--- src/design/cfd_pkg.sv ---
package cfd_pkg;

  // ==========================================================
  // Timing
  localparam int unsigned CLK_PERIOD_NS = 10;
  // Longest quiet spell of the chosen input before it counts as dead
  localparam int unsigned FS_TIME_NS = 640;
  localparam int unsigned FS_CYCLES = FS_TIME_NS / CLK_PERIOD_NS;
  localparam int unsigned FS_CW = 8;
  localparam logic [FS_CW-1:0] FS_LIMIT = FS_CW'(FS_CYCLES);
  localparam logic [FS_CW-1:0] FS_ZERO = 8'h00;
  localparam logic [FS_CW-1:0] FS_ONE = 8'h01;
  localparam logic [2:0] SYNC_LAST = 3'h3;
  localparam logic [2:0] SYNC_ZERO = 3'h0;
  localparam logic [2:0] SYNC_ONE = 3'h1;

  // ==========================================================
  // Common phase counter
  localparam logic [1:0] CNT_ZERO = 2'h0;
  localparam logic [1:0] CNT_ONE = 2'h1;
  localparam logic [1:0] CNT_TWO = 2'h2;
  localparam logic [1:0] CNT_WRAP = 2'h3;

  // ==========================================================
  // Register map
  localparam int unsigned ADDR_W = 8;
  localparam logic [ADDR_W-1:0] CTRL_OFS = 8'h00;
  localparam logic [ADDR_W-1:0] DIVSEL_OFS = 8'h04;
  localparam logic [ADDR_W-1:0] STATUS_OFS = 8'h08;
  localparam int unsigned CTRL_CHOOSE_BIT = 0;
  localparam int unsigned CTRL_EN_BIT = 1;
  localparam logic [1:0] CTRL_RST = 2'h3;
  localparam logic [7:0] DIVSEL_RST = 8'hFF;
  localparam logic [1:0] RESP_OKAY = 2'h0;
  localparam logic [1:0] RESP_SLVERR = 2'h2;

  typedef enum logic [1:0] {CFD_PASS, CFD_DIV2, CFD_DIV4} cfd_mode_t;
  typedef enum logic [1:0] {ST_CLEAR, ST_SYNC, ST_RUN} cfd_state_t;

endpackage

--- src/design/cfd_core_if.sv ---
`timescale 1ns/100ps
interface cfd_core_if (
  input logic clk
);
  logic rst_n;
  logic level;
  logic tick;
  logic alive;
  logic [1:0] cnt;
  logic run;

  modport stage (input clk, rst_n, output level, tick, alive);
  modport core (input clk, level, tick, alive, output rst_n, cnt, run);
  modport bank (input clk, rst_n, level, tick, alive, cnt, run);
endinterface

--- src/design/cfd_bank.sv ---
`timescale 1ns/100ps
module cfd_bank
  import cfd_pkg::*;
#(
  parameter int unsigned NOUT = 2
) (
  // Shared core signals
  cfd_core_if.bank cif,
  // Divide select and clear
  input logic div_sel_lo_i,
  input logic div_sel_hi_i,
  input logic master_clear_n_i,
  // Differential outputs
  output logic [NOUT-1:0] q_o,
  output logic [NOUT-1:0] qn_o
);
  cfd_mode_t mode;
  cfd_mode_t next_mode;
  logic next_q;
  logic q;
  logic [1:0] cnt_next;

  always_comb begin
    if (div_sel_hi_i) begin
      next_mode = CFD_DIV4;
    end else if (div_sel_lo_i) begin
      next_mode = CFD_DIV2;
    end else begin
      next_mode = CFD_PASS;
    end
  end

  // Ratio changes only at the common wrap or while run is low, so no runt
  always_ff @(posedge cif.clk or negedge cif.rst_n) begin
    if (!cif.rst_n) begin
      mode <= CFD_DIV4;
    end else if (!cif.run || (cif.tick && cif.cnt == CNT_WRAP)) begin
      mode <= next_mode;
    end
  end

  // Dividers use the count this edge loads, so they rise with the pass path
  assign cnt_next = cif.tick ? cif.cnt + CNT_ONE : cif.cnt;

  always_comb begin
    unique case (mode)
      CFD_PASS: next_q = cif.level;
      CFD_DIV2: next_q = cnt_next[0];
      CFD_DIV4: next_q = (cnt_next == CNT_ONE) || (cnt_next == CNT_TWO);
      default: next_q = 1'b0;
    endcase
  end

  always_ff @(posedge cif.clk or negedge cif.rst_n) begin
    if (!cif.rst_n) begin
      q <= 1'b0;
    end else begin
      q <= next_q & cif.run & cif.alive;
    end
  end

  // Pin clear overrides the flop without any clock
  assign q_o = {NOUT{q & master_clear_n_i}};
  assign qn_o = ~q_o;

endmodule // cfd_bank

--- src/design/cfd_fanout.sv ---
`timescale 1ns/100ps
// ==========================================================
// Clock fanout with four divider banks
// ==========================================================
// Operation
// - A low master clear forces true outputs low and complements high with no clock.
// - Outputs stay cleared while master clear is low and free only once it is high.
// - After clear release four input clock edges pass, then all banks start together.
// - Four banks each pick pass, divide-by-two or divide-by-four and stay in phase.
// - Fifteen differential outputs in all are fed from the chosen input clock.
// - Each bank takes its ratio from its own pair of select bits.
// - Divide select bits default high when nobody sets them.
// - The choose control picks one of two inputs and defaults high.
// - Master clear acts only when low; an idle high line lets the outputs run.
// - A dead chosen input keeps every output quiet instead of toggling.
// - Output enable falling forces outputs low 2 to 5 input clocks later.
// - Output enable rising restarts outputs in step 3 to 6 input clocks later.
// - Output enable defaults high.
module cfd_fanout
  import cfd_pkg::*;
(
  // Clock and reset
  input logic clk_i,
  input logic resetn_i,
  // AXI4-Lite write address
  input logic [ADDR_W-1:0] s_axi_awaddr,
  input logic [2:0] s_axi_awprot,
  input logic s_axi_awvalid,
  output logic s_axi_awready,
  // AXI4-Lite write data
  input logic [31:0] s_axi_wdata,
  input logic [3:0] s_axi_wstrb,
  input logic s_axi_wvalid,
  output logic s_axi_wready,
  // AXI4-Lite write response
  output logic [1:0] s_axi_bresp,
  output logic s_axi_bvalid,
  input logic s_axi_bready,
  // AXI4-Lite read address
  input logic [ADDR_W-1:0] s_axi_araddr,
  input logic [2:0] s_axi_arprot,
  input logic s_axi_arvalid,
  output logic s_axi_arready,
  // AXI4-Lite read data
  output logic [31:0] s_axi_rdata,
  output logic [1:0] s_axi_rresp,
  output logic s_axi_rvalid,
  input logic s_axi_rready,
  // Clock inputs and clear
  input logic clock_in_first_i,
  input logic clock_in_second_i,
  input logic master_clear_n_i,
  // Bank A outputs
  output logic [1:0] bank_a_q_o,
  output logic [1:0] bank_a_qn_o,
  // Bank B outputs
  output logic [2:0] bank_b_q_o,
  output logic [2:0] bank_b_qn_o,
  // Bank C outputs
  output logic [3:0] bank_c_q_o,
  output logic [3:0] bank_c_qn_o,
  // Bank D outputs
  output logic [5:0] bank_d_q_o,
  output logic [5:0] bank_d_qn_o
);

  // ==========================================================
  // Reset release and clear synchroniser
  logic rst_meta;
  logic rst_n;
  logic clr_meta;
  logic clr_sync;

  always_ff @(posedge clk_i or negedge resetn_i) begin
    if (!resetn_i) begin
      rst_meta <= 1'b0;
      rst_n <= 1'b0;
    end else begin
      rst_meta <= 1'b1;
      rst_n <= rst_meta;
    end
  end

  // Starts asserted so the banks never run before the pin is seen
  always_ff @(posedge clk_i or negedge rst_n) begin
    if (!rst_n) begin
      clr_meta <= 1'b0;
      clr_sync <= 1'b0;
    end else begin
      clr_meta <= master_clear_n_i;
      clr_sync <= clr_meta;
    end
  end

  // ==========================================================
  // Shared signals for the input stage and banks
  cfd_core_if cif (.clk(clk_i));

  assign cif.rst_n = rst_n;

  // ==========================================================
  // Software registers
  logic input_choose;
  logic out_enable;
  logic bank_a_div_sel_lo;
  logic bank_a_div_sel_hi;
  logic bank_b_div_sel_lo;
  logic bank_b_div_sel_hi;
  logic bank_c_div_sel_lo;
  logic bank_c_div_sel_hi;
  logic bank_d_div_sel_lo;
  logic bank_d_div_sel_hi;

  // ==========================================================
  // Write channel
  logic aw_full;
  logic w_full;
  logic [ADDR_W-1:0] aw_addr;
  logic [31:0] w_data;
  logic [3:0] w_strb;
  logic aw_hs;
  logic w_hs;
  logic wr_go;
  logic [ADDR_W-1:0] wr_addr;
  logic [31:0] wr_data;
  logic [3:0] wr_strb;
  logic wr_hit;

  assign s_axi_awready = ~aw_full & ~s_axi_bvalid;
  assign s_axi_wready = ~w_full & ~s_axi_bvalid;
  assign aw_hs = s_axi_awvalid & s_axi_awready;
  assign w_hs = s_axi_wvalid & s_axi_wready;
  assign wr_go = (aw_full | aw_hs) & (w_full | w_hs);
  assign wr_addr = aw_full ? aw_addr : s_axi_awaddr;
  assign wr_data = w_full ? w_data : s_axi_wdata;
  assign wr_strb = w_full ? w_strb : s_axi_wstrb;
  assign wr_hit = (wr_addr == CTRL_OFS) || (wr_addr == DIVSEL_OFS);

  // Address and data may arrive in either order; each is held alone
  always_ff @(posedge clk_i or negedge rst_n) begin
    if (!rst_n) begin
      aw_full <= 1'b0;
      aw_addr <= '0;
    end else if (wr_go) begin
      aw_full <= 1'b0;
    end else if (aw_hs) begin
      aw_full <= 1'b1;
      aw_addr <= s_axi_awaddr;
    end
  end

  always_ff @(posedge clk_i or negedge rst_n) begin
    if (!rst_n) begin
      w_full <= 1'b0;
      w_data <= '0;
      w_strb <= '0;
    end else if (wr_go) begin
      w_full <= 1'b0;
    end else if (w_hs) begin
      w_full <= 1'b1;
      w_data <= s_axi_wdata;
      w_strb <= s_axi_wstrb;
    end
  end

  always_ff @(posedge clk_i or negedge rst_n) begin
    if (!rst_n) begin
      s_axi_bvalid <= 1'b0;
      s_axi_bresp <= RESP_OKAY;
    end else if (wr_go) begin
      s_axi_bvalid <= 1'b1;
      s_axi_bresp <= wr_hit ? RESP_OKAY : RESP_SLVERR;
    end else if (s_axi_bready) begin
      s_axi_bvalid <= 1'b0;
    end
  end

  // Reset values stand in for open inputs pulled high
  always_ff @(posedge clk_i or negedge rst_n) begin
    if (!rst_n) begin
      input_choose <= CTRL_RST[CTRL_CHOOSE_BIT];
      out_enable <= CTRL_RST[CTRL_EN_BIT];
    end else if (wr_go && wr_strb[0] && wr_addr == CTRL_OFS) begin
      input_choose <= wr_data[CTRL_CHOOSE_BIT];
      out_enable <= wr_data[CTRL_EN_BIT];
    end
  end

  always_ff @(posedge clk_i or negedge rst_n) begin
    if (!rst_n) begin
      {bank_d_div_sel_hi, bank_d_div_sel_lo,
       bank_c_div_sel_hi, bank_c_div_sel_lo,
       bank_b_div_sel_hi, bank_b_div_sel_lo,
       bank_a_div_sel_hi, bank_a_div_sel_lo} <= DIVSEL_RST;
    end else if (wr_go && wr_strb[0] && wr_addr == DIVSEL_OFS) begin
      {bank_d_div_sel_hi, bank_d_div_sel_lo,
       bank_c_div_sel_hi, bank_c_div_sel_lo,
       bank_b_div_sel_hi, bank_b_div_sel_lo,
       bank_a_div_sel_hi, bank_a_div_sel_lo} <= wr_data[7:0];
    end
  end

  // ==========================================================
  // Start sequence and common counter
  cfd_state_t state;
  logic [2:0] sync_cnt;
  logic [1:0] cnt;
  logic run;
  logic en_pipe;
  logic run_live;

  always_ff @(posedge clk_i or negedge rst_n) begin
    if (!rst_n) begin
      state <= ST_CLEAR;
      sync_cnt <= SYNC_ZERO;
    end else if (!clr_sync) begin
      state <= ST_CLEAR;
      sync_cnt <= SYNC_ZERO;
    end else begin
      unique case (state)
        ST_CLEAR: begin
          state <= ST_SYNC;
          sync_cnt <= SYNC_ZERO;
        end
        ST_SYNC: begin
          if (cif.tick) begin
            if (sync_cnt == SYNC_LAST) begin
              state <= ST_RUN;
            end
            sync_cnt <= sync_cnt + SYNC_ONE;
          end
        end
        ST_RUN: state <= ST_RUN;
      endcase
    end
  end

  // Every bank reads this one counter, which keeps them in phase
  always_ff @(posedge clk_i or negedge rst_n) begin
    if (!rst_n) begin
      cnt <= CNT_ZERO;
    end else if (state != ST_RUN) begin
      cnt <= CNT_ZERO;
    end else if (cif.tick) begin
      cnt <= cnt + CNT_ONE;
    end
  end

  // Enable is retimed to input edges and applied only at a wrap, so a
  // change lands 2 to 5 edges later; the start needs no wrap at all
  always_ff @(posedge clk_i or negedge rst_n) begin
    if (!rst_n) begin
      en_pipe <= 1'b0;
      run <= 1'b0;
    end else if (state != ST_RUN) begin
      en_pipe <= out_enable;
      run <= en_pipe;
    end else if (cif.tick) begin
      en_pipe <= out_enable;
      if (cnt == CNT_WRAP) begin
        run <= en_pipe;
      end
    end
  end

  // First RUN edge counts 0 to 1, so every ratio begins with a rise
  always_comb begin
    cif.cnt = cnt;
    cif.run = run & (state == ST_RUN) & (cnt != CNT_ZERO || cif.tick || run_live);
  end

  // Keeps the banks going once the first counting edge has passed
  always_ff @(posedge clk_i or negedge rst_n) begin
    if (!rst_n) begin
      run_live <= 1'b0;
    end else begin
      run_live <= cif.run;
    end
  end

  // ==========================================================
  // Read channel
  logic [31:0] rd_word;
  logic rd_hit;

  always_comb begin
    rd_word = 32'h0000_0000;
    rd_hit = 1'b1;
    unique case (s_axi_araddr)
      CTRL_OFS: begin
        rd_word[CTRL_CHOOSE_BIT] = input_choose;
        rd_word[CTRL_EN_BIT] = out_enable;
      end
      DIVSEL_OFS: begin
        rd_word[7:0] = {bank_d_div_sel_hi, bank_d_div_sel_lo,
                        bank_c_div_sel_hi, bank_c_div_sel_lo,
                        bank_b_div_sel_hi, bank_b_div_sel_lo,
                        bank_a_div_sel_hi, bank_a_div_sel_lo};
      end
      STATUS_OFS: begin
        rd_word[5:0] = {cnt, cif.alive, clr_sync, run, state == ST_RUN};
      end
      default: begin
        rd_hit = 1'b0;
      end
    endcase
  end

  assign s_axi_arready = ~s_axi_rvalid;

  always_ff @(posedge clk_i or negedge rst_n) begin
    if (!rst_n) begin
      s_axi_rvalid <= 1'b0;
      s_axi_rdata <= 32'h0000_0000;
      s_axi_rresp <= RESP_OKAY;
    end else if (s_axi_arvalid && s_axi_arready) begin
      s_axi_rvalid <= 1'b1;
      s_axi_rdata <= rd_word;
      s_axi_rresp <= rd_hit ? RESP_OKAY : RESP_SLVERR;
    end else if (s_axi_rready) begin
      s_axi_rvalid <= 1'b0;
    end
  end

  // ==========================================================
  // Input stage and banks
  cfd_input_stage u_stage (
    .cif(cif),
    .clock_in_first_i(clock_in_first_i),
    .clock_in_second_i(clock_in_second_i),
    .input_choose_i(input_choose)
  );

  cfd_bank #(.NOUT(2)) u_bank_a (
    .cif(cif),
    .div_sel_lo_i(bank_a_div_sel_lo),
    .div_sel_hi_i(bank_a_div_sel_hi),
    .master_clear_n_i(master_clear_n_i),
    .q_o(bank_a_q_o),
    .qn_o(bank_a_qn_o)
  );

  cfd_bank #(.NOUT(3)) u_bank_b (
    .cif(cif),
    .div_sel_lo_i(bank_b_div_sel_lo),
    .div_sel_hi_i(bank_b_div_sel_hi),
    .master_clear_n_i(master_clear_n_i),
    .q_o(bank_b_q_o),
    .qn_o(bank_b_qn_o)
  );

  cfd_bank #(.NOUT(4)) u_bank_c (
    .cif(cif),
    .div_sel_lo_i(bank_c_div_sel_lo),
    .div_sel_hi_i(bank_c_div_sel_hi),
    .master_clear_n_i(master_clear_n_i),
    .q_o(bank_c_q_o),
    .qn_o(bank_c_qn_o)
  );

  cfd_bank #(.NOUT(6)) u_bank_d (
    .cif(cif),
    .div_sel_lo_i(bank_d_div_sel_lo),
    .div_sel_hi_i(bank_d_div_sel_hi),
    .master_clear_n_i(master_clear_n_i),
    .q_o(bank_d_q_o),
    .qn_o(bank_d_qn_o)
  );

endmodule // cfd_fanout

--- src/design/cfd_input_stage.sv ---
`timescale 1ns/100ps
module cfd_input_stage
  import cfd_pkg::*;
(
  // Shared core signals
  cfd_core_if.stage cif,
  // Clock inputs and choice
  input logic clock_in_first_i,
  input logic clock_in_second_i,
  input logic input_choose_i
);
  logic first_q;
  logic second_q;
  logic level_q;
  logic level_d;
  logic [FS_CW-1:0] idle_cnt;

  // ==========================================================
  // Sampling and 2:1 choice
  always_ff @(posedge cif.clk or negedge cif.rst_n) begin
    if (!cif.rst_n) begin
      first_q <= 1'b0;
      second_q <= 1'b0;
      level_q <= 1'b0;
      level_d <= 1'b0;
    end else begin
      first_q <= clock_in_first_i;
      second_q <= clock_in_second_i;
      level_q <= input_choose_i ? second_q : first_q;
      level_d <= level_q;
    end
  end

  assign cif.level = level_q;
  assign cif.tick = level_q & ~level_d;

  // ==========================================================
  // Fail-safe: a quiet or stuck input silences every bank
  always_ff @(posedge cif.clk or negedge cif.rst_n) begin
    if (!cif.rst_n) begin
      idle_cnt <= FS_LIMIT;
    end else if (cif.tick) begin
      idle_cnt <= FS_ZERO;
    end else if (idle_cnt != FS_LIMIT) begin
      idle_cnt <= idle_cnt + FS_ONE;
    end
  end

  assign cif.alive = (idle_cnt != FS_LIMIT);

endmodule // cfd_input_stage

--- config.mk ---
export PLATFORM = sky130hd
export DESIGN_NAME = cfd_fanout
export DESIGN_NICKNAME = d
export VERILOG_FILES = /design/src/design/cfd_pkg.sv /design/src/design/cfd_core_if.sv /design/src/design/cfd_bank.sv /design/src/design/cfd_fanout.sv /design/src/design/cfd_input_stage.sv
export SDC_FILE = /design/constraint.sdc
export NUM_CORES = 1
export LEC_CHECK = 0
export ABC_AREA = 1
export BUFFER_PORTS_ARGS = -buffer_cell sky130_fd_sc_hd__buf_2
export CORE_MARGIN = 8
export CORE_UTILIZATION = 35
export CTS_CLUSTER_SIZE = 28
export DETAILED_ROUTE_END_ITERATION = 10
export SLEW_MARGIN = 20
export SYNTH_ARGS = -nofsm -noshare
export SYNTH_HDL_FRONTEND = slang
export SYNTH_SLANG_ARGS = --single-unit
--- constraint.sdc ---
create_clock -name clk_i -period 4.6 [get_ports clk_i]
set_input_delay 0.46 -clock clk_i [delete_from_list [all_inputs] [get_ports clk_i]]
set_output_delay 0.46 -clock clk_i [all_outputs]
set_load 0.05 [all_outputs]
==> flow_metrics.env <==
export IMPL_slew_headroom_pct=36.5
export IMPL_antenna_found_initial=0
export IMPL_synth_area_leader_cell="dfrtp_1"
export IMPL_drc=0
export IMPL_port_buffers=79
export IMPL_drive_gt1_share_pct=24.0
export IMPL_wl_um=9070
export IMPL_die_h_um=127
export IMPL_rows=40
export IMPL_hold_viol=0
export IMPL_drv_slew=0
export IMPL_post_drt_wl_per_cell_um=12.2
export IMPL_final_common_cell="nand2_1"
export IMPL_final_antenna_net_count=0
export IMPL_ys_top_cells_by_area="dfrtp_1, nand2_1, dfstp_2"
export IMPL_setup_tns_ps=0
export IMPL_cts_sinks=79
export IMPL_timing_fmax_mhz=547
export IMPL_fp_dieW_um=127
export IMPL_clk_pin_slew_worst_paths_ps=60
export IMPL_drtIter0Drc=127
export IMPL_ys_ff_latch=79
export IMPL_track_usage_pct=11.7
export IMPL_synth_top_area_share_pct=37.5
export IMPL_ios=139
export IMPL_gp_congestion=0.782
export IMPL_layout_area_overhead_vs_synth_pct=14.1
export IMPL_power_density_mw_per_mm2=511
export IMPL_skew_ps=9.36
export IMPL_grt_overflow_total=0
export IMPL_h_tree_depth=3
export IMPL_end_kind="output pin"
export IMPL_max_cap_violations=0
export IMPL_numCtsBuffers=9
export IMPL_cts_buffer_depth=2
export IMPL_path_class="flop to output pin"
export IMPL_viasPerCell=4.54
export IMPL_clockRootBuffer="clkbuf_16"
export IMPL_worstPathRequired_ps=4140
export IMPL_whs_ps=237
export IMPL_dpl_hpwl_um=6820
export IMPL_avgSynthCellArea_um2=8.05
export IMPL_layout_nets=668
export IMPL_final_setup_viol_count=0
export IMPL_finalWorstPathRequiredPeriod_ps=1830
export IMPL_clkLatencyLatePin_ps=330
export IMPL_syn_cell_area_mm2=0.00428
export IMPL_dieArea_mm2=0.0160
export IMPL_grt_pass1_wl_um=15500
export IMPL_grt_pass1_vias=3435
export IMPL_initial_core_util_pct=35.7
export IMPL_postCtsSetupBuffers=0
export IMPL_hold_class="input pin to flop"
export IMPL_num_antenna_cells=0
export IMPL_ctsResizeCount=0
export IMPL_worst_pin_slew_ps=952
export IMPL_startpoint_type="flop"
export IMPL_cts_tree="yes"
export IMPL_status="finished, final reports clean"
export IMPL_drt_first_pass_iters=4
export IMPL_rsz0062_at_grt="false"
export IMPL_ir_drop_mv=0.413
export IMPL_ys_types=33
export IMPL_route_vias_total=3375
export IMPL_synthesis_instances=531
export IMPL_critPathMaxFanout=20
export IMPL_arrival_ps=1370
export IMPL_ys_warn_count=0
export IMPL_final_cell_mix="nand2_1, buf_2, dfrtp_1"
export IMPL_grt_start_max_net_pins=78
export IMPL_leakage_uw=0.00258
export IMPL_yosysSeqAreaShare_pct=46.7
export IMPL_core_region_area_mm2=0.0120
export IMPL_fin_crit_sh_pct=39.7
## routing by layer
metal / share of wire [%] / track usage [%] / routed length (µm) / vias to the layer above
li1: - / - / - / 1707
met1: 45 / 13.4 / 4050 / 1553
met2: 47 / 19.7 / 4220 / 105
met3: 7.7 / 3.85 / 701 / 10
met4: 1.1 / 4.67 / 97 / 0
met5: 0 / 0 / 0 / -
## synthesized netlist by cell type (all sizes together)
library cell	number
o22ai	1
nand2	155
dfrtp	64
nor3	9
ha	9
o31ai	1
xor2	1
buf	55
nor2	47
or2	1
mux2i	1
conb	2
clkbuf	2
dfstp	15
o21ai	41
nand3	52
a21oi	4
nand4	1
inv	63
mux2	1
clkinv	1
nand3b	4
o211ai	1
## layout make-up
cell class,instances,area (µm²)
multi-input combinational,356,1700
clock buffer,11,233
tap,147,184
sequential,79,2000
inverter,64,240
fill,1235,7080
clock inverter,5,106
timing repair buffer,81,413
## path summary, 6_finish.rpt
path,start,end,slack (ps),depth (start not counted)
setup / recovery,w_full,s_axi_wready,2770,2
hold / removal,clock_in_second_i,u_stage.second_q,240,1
setup reg to reg,w_full,bank_d_div_sel_lo,2790,7
hold reg to reg,rst_meta,cif.rst_n,360,0
max in group asynchronous,cif.rst_n,u_stage.idle_cnt[4],3490,1
min in group asynchronous,resetn_i,cif.rst_n,440,2
## critical path, cell delays in order (launching register included)
cell	delay [ps]
dfrtp_1	570
nor2_1	190
buf_2	280
## what timing repair did
item,CTS,global route
endpoints found under the setup margin,0,0
hold buffers,1,0
hold endpoints to repair,2,0
## sequential cells by signal, summed over array words and instances, names as in the netlist, 2 cells and up
register,flops
aw_addr,8
s_axi_rdata,8
u_stage.idle_cnt,8
w_data,8
sync_cnt,3
cif.cnt,2
state,2
u_bank_a.mode,2
u_bank_b.mode,2
u_bank_c.mode,2
u_bank_d.mode,2
## power breakdown
group          internal (µW)  switching [µW]  total, µW
logic                    213             479        692
registers                856             131        987
clock network            532             282        813
## per-stage QoR
step | std cells | util (%) | cell area (µm²) | power, µW | setup WS [ps]
after floorplan | 556 | - | 4370 | 1570 | 2260
after global placement | 726 | 37.9 | 4530 | 1660 | 2850
after detailed placement | 726 | 37.9 | 4530 | 1690 | 2750
after CTS | 743 | 40.8 | 4880 | 2510 | 2740
after global routing | 743 | 40.8 | 4880 | 2650 | 2530
final | 743 | 40.8 | 4880 | 2490 | 2770
## kinds of logic (layout without fill, tap and decap cells)
| kind of cell | Yosys count | count (layout) | share of synthesized area [%] |
|---|---|---|---|
| AO/OA/AOI/OAI | 48 | 48 | 6.82 |
| XOR/XNOR | 1 | 1 | 0.205 |
| adder cells (fa/ha/maj) | 9 | 9 | 2.63 |
| buffers and inverters | 121 | 161 | 15.7 |
| flip-flops | 79 | 79 | 46.7 |
| multiplexers | 2 | 2 | 0.498 |
| other | 2 | 27 | 0.176 |
| AND/OR/NAND/NOR | 269 | 269 | 27.3 |
Power figures use the tool's default switching activity.
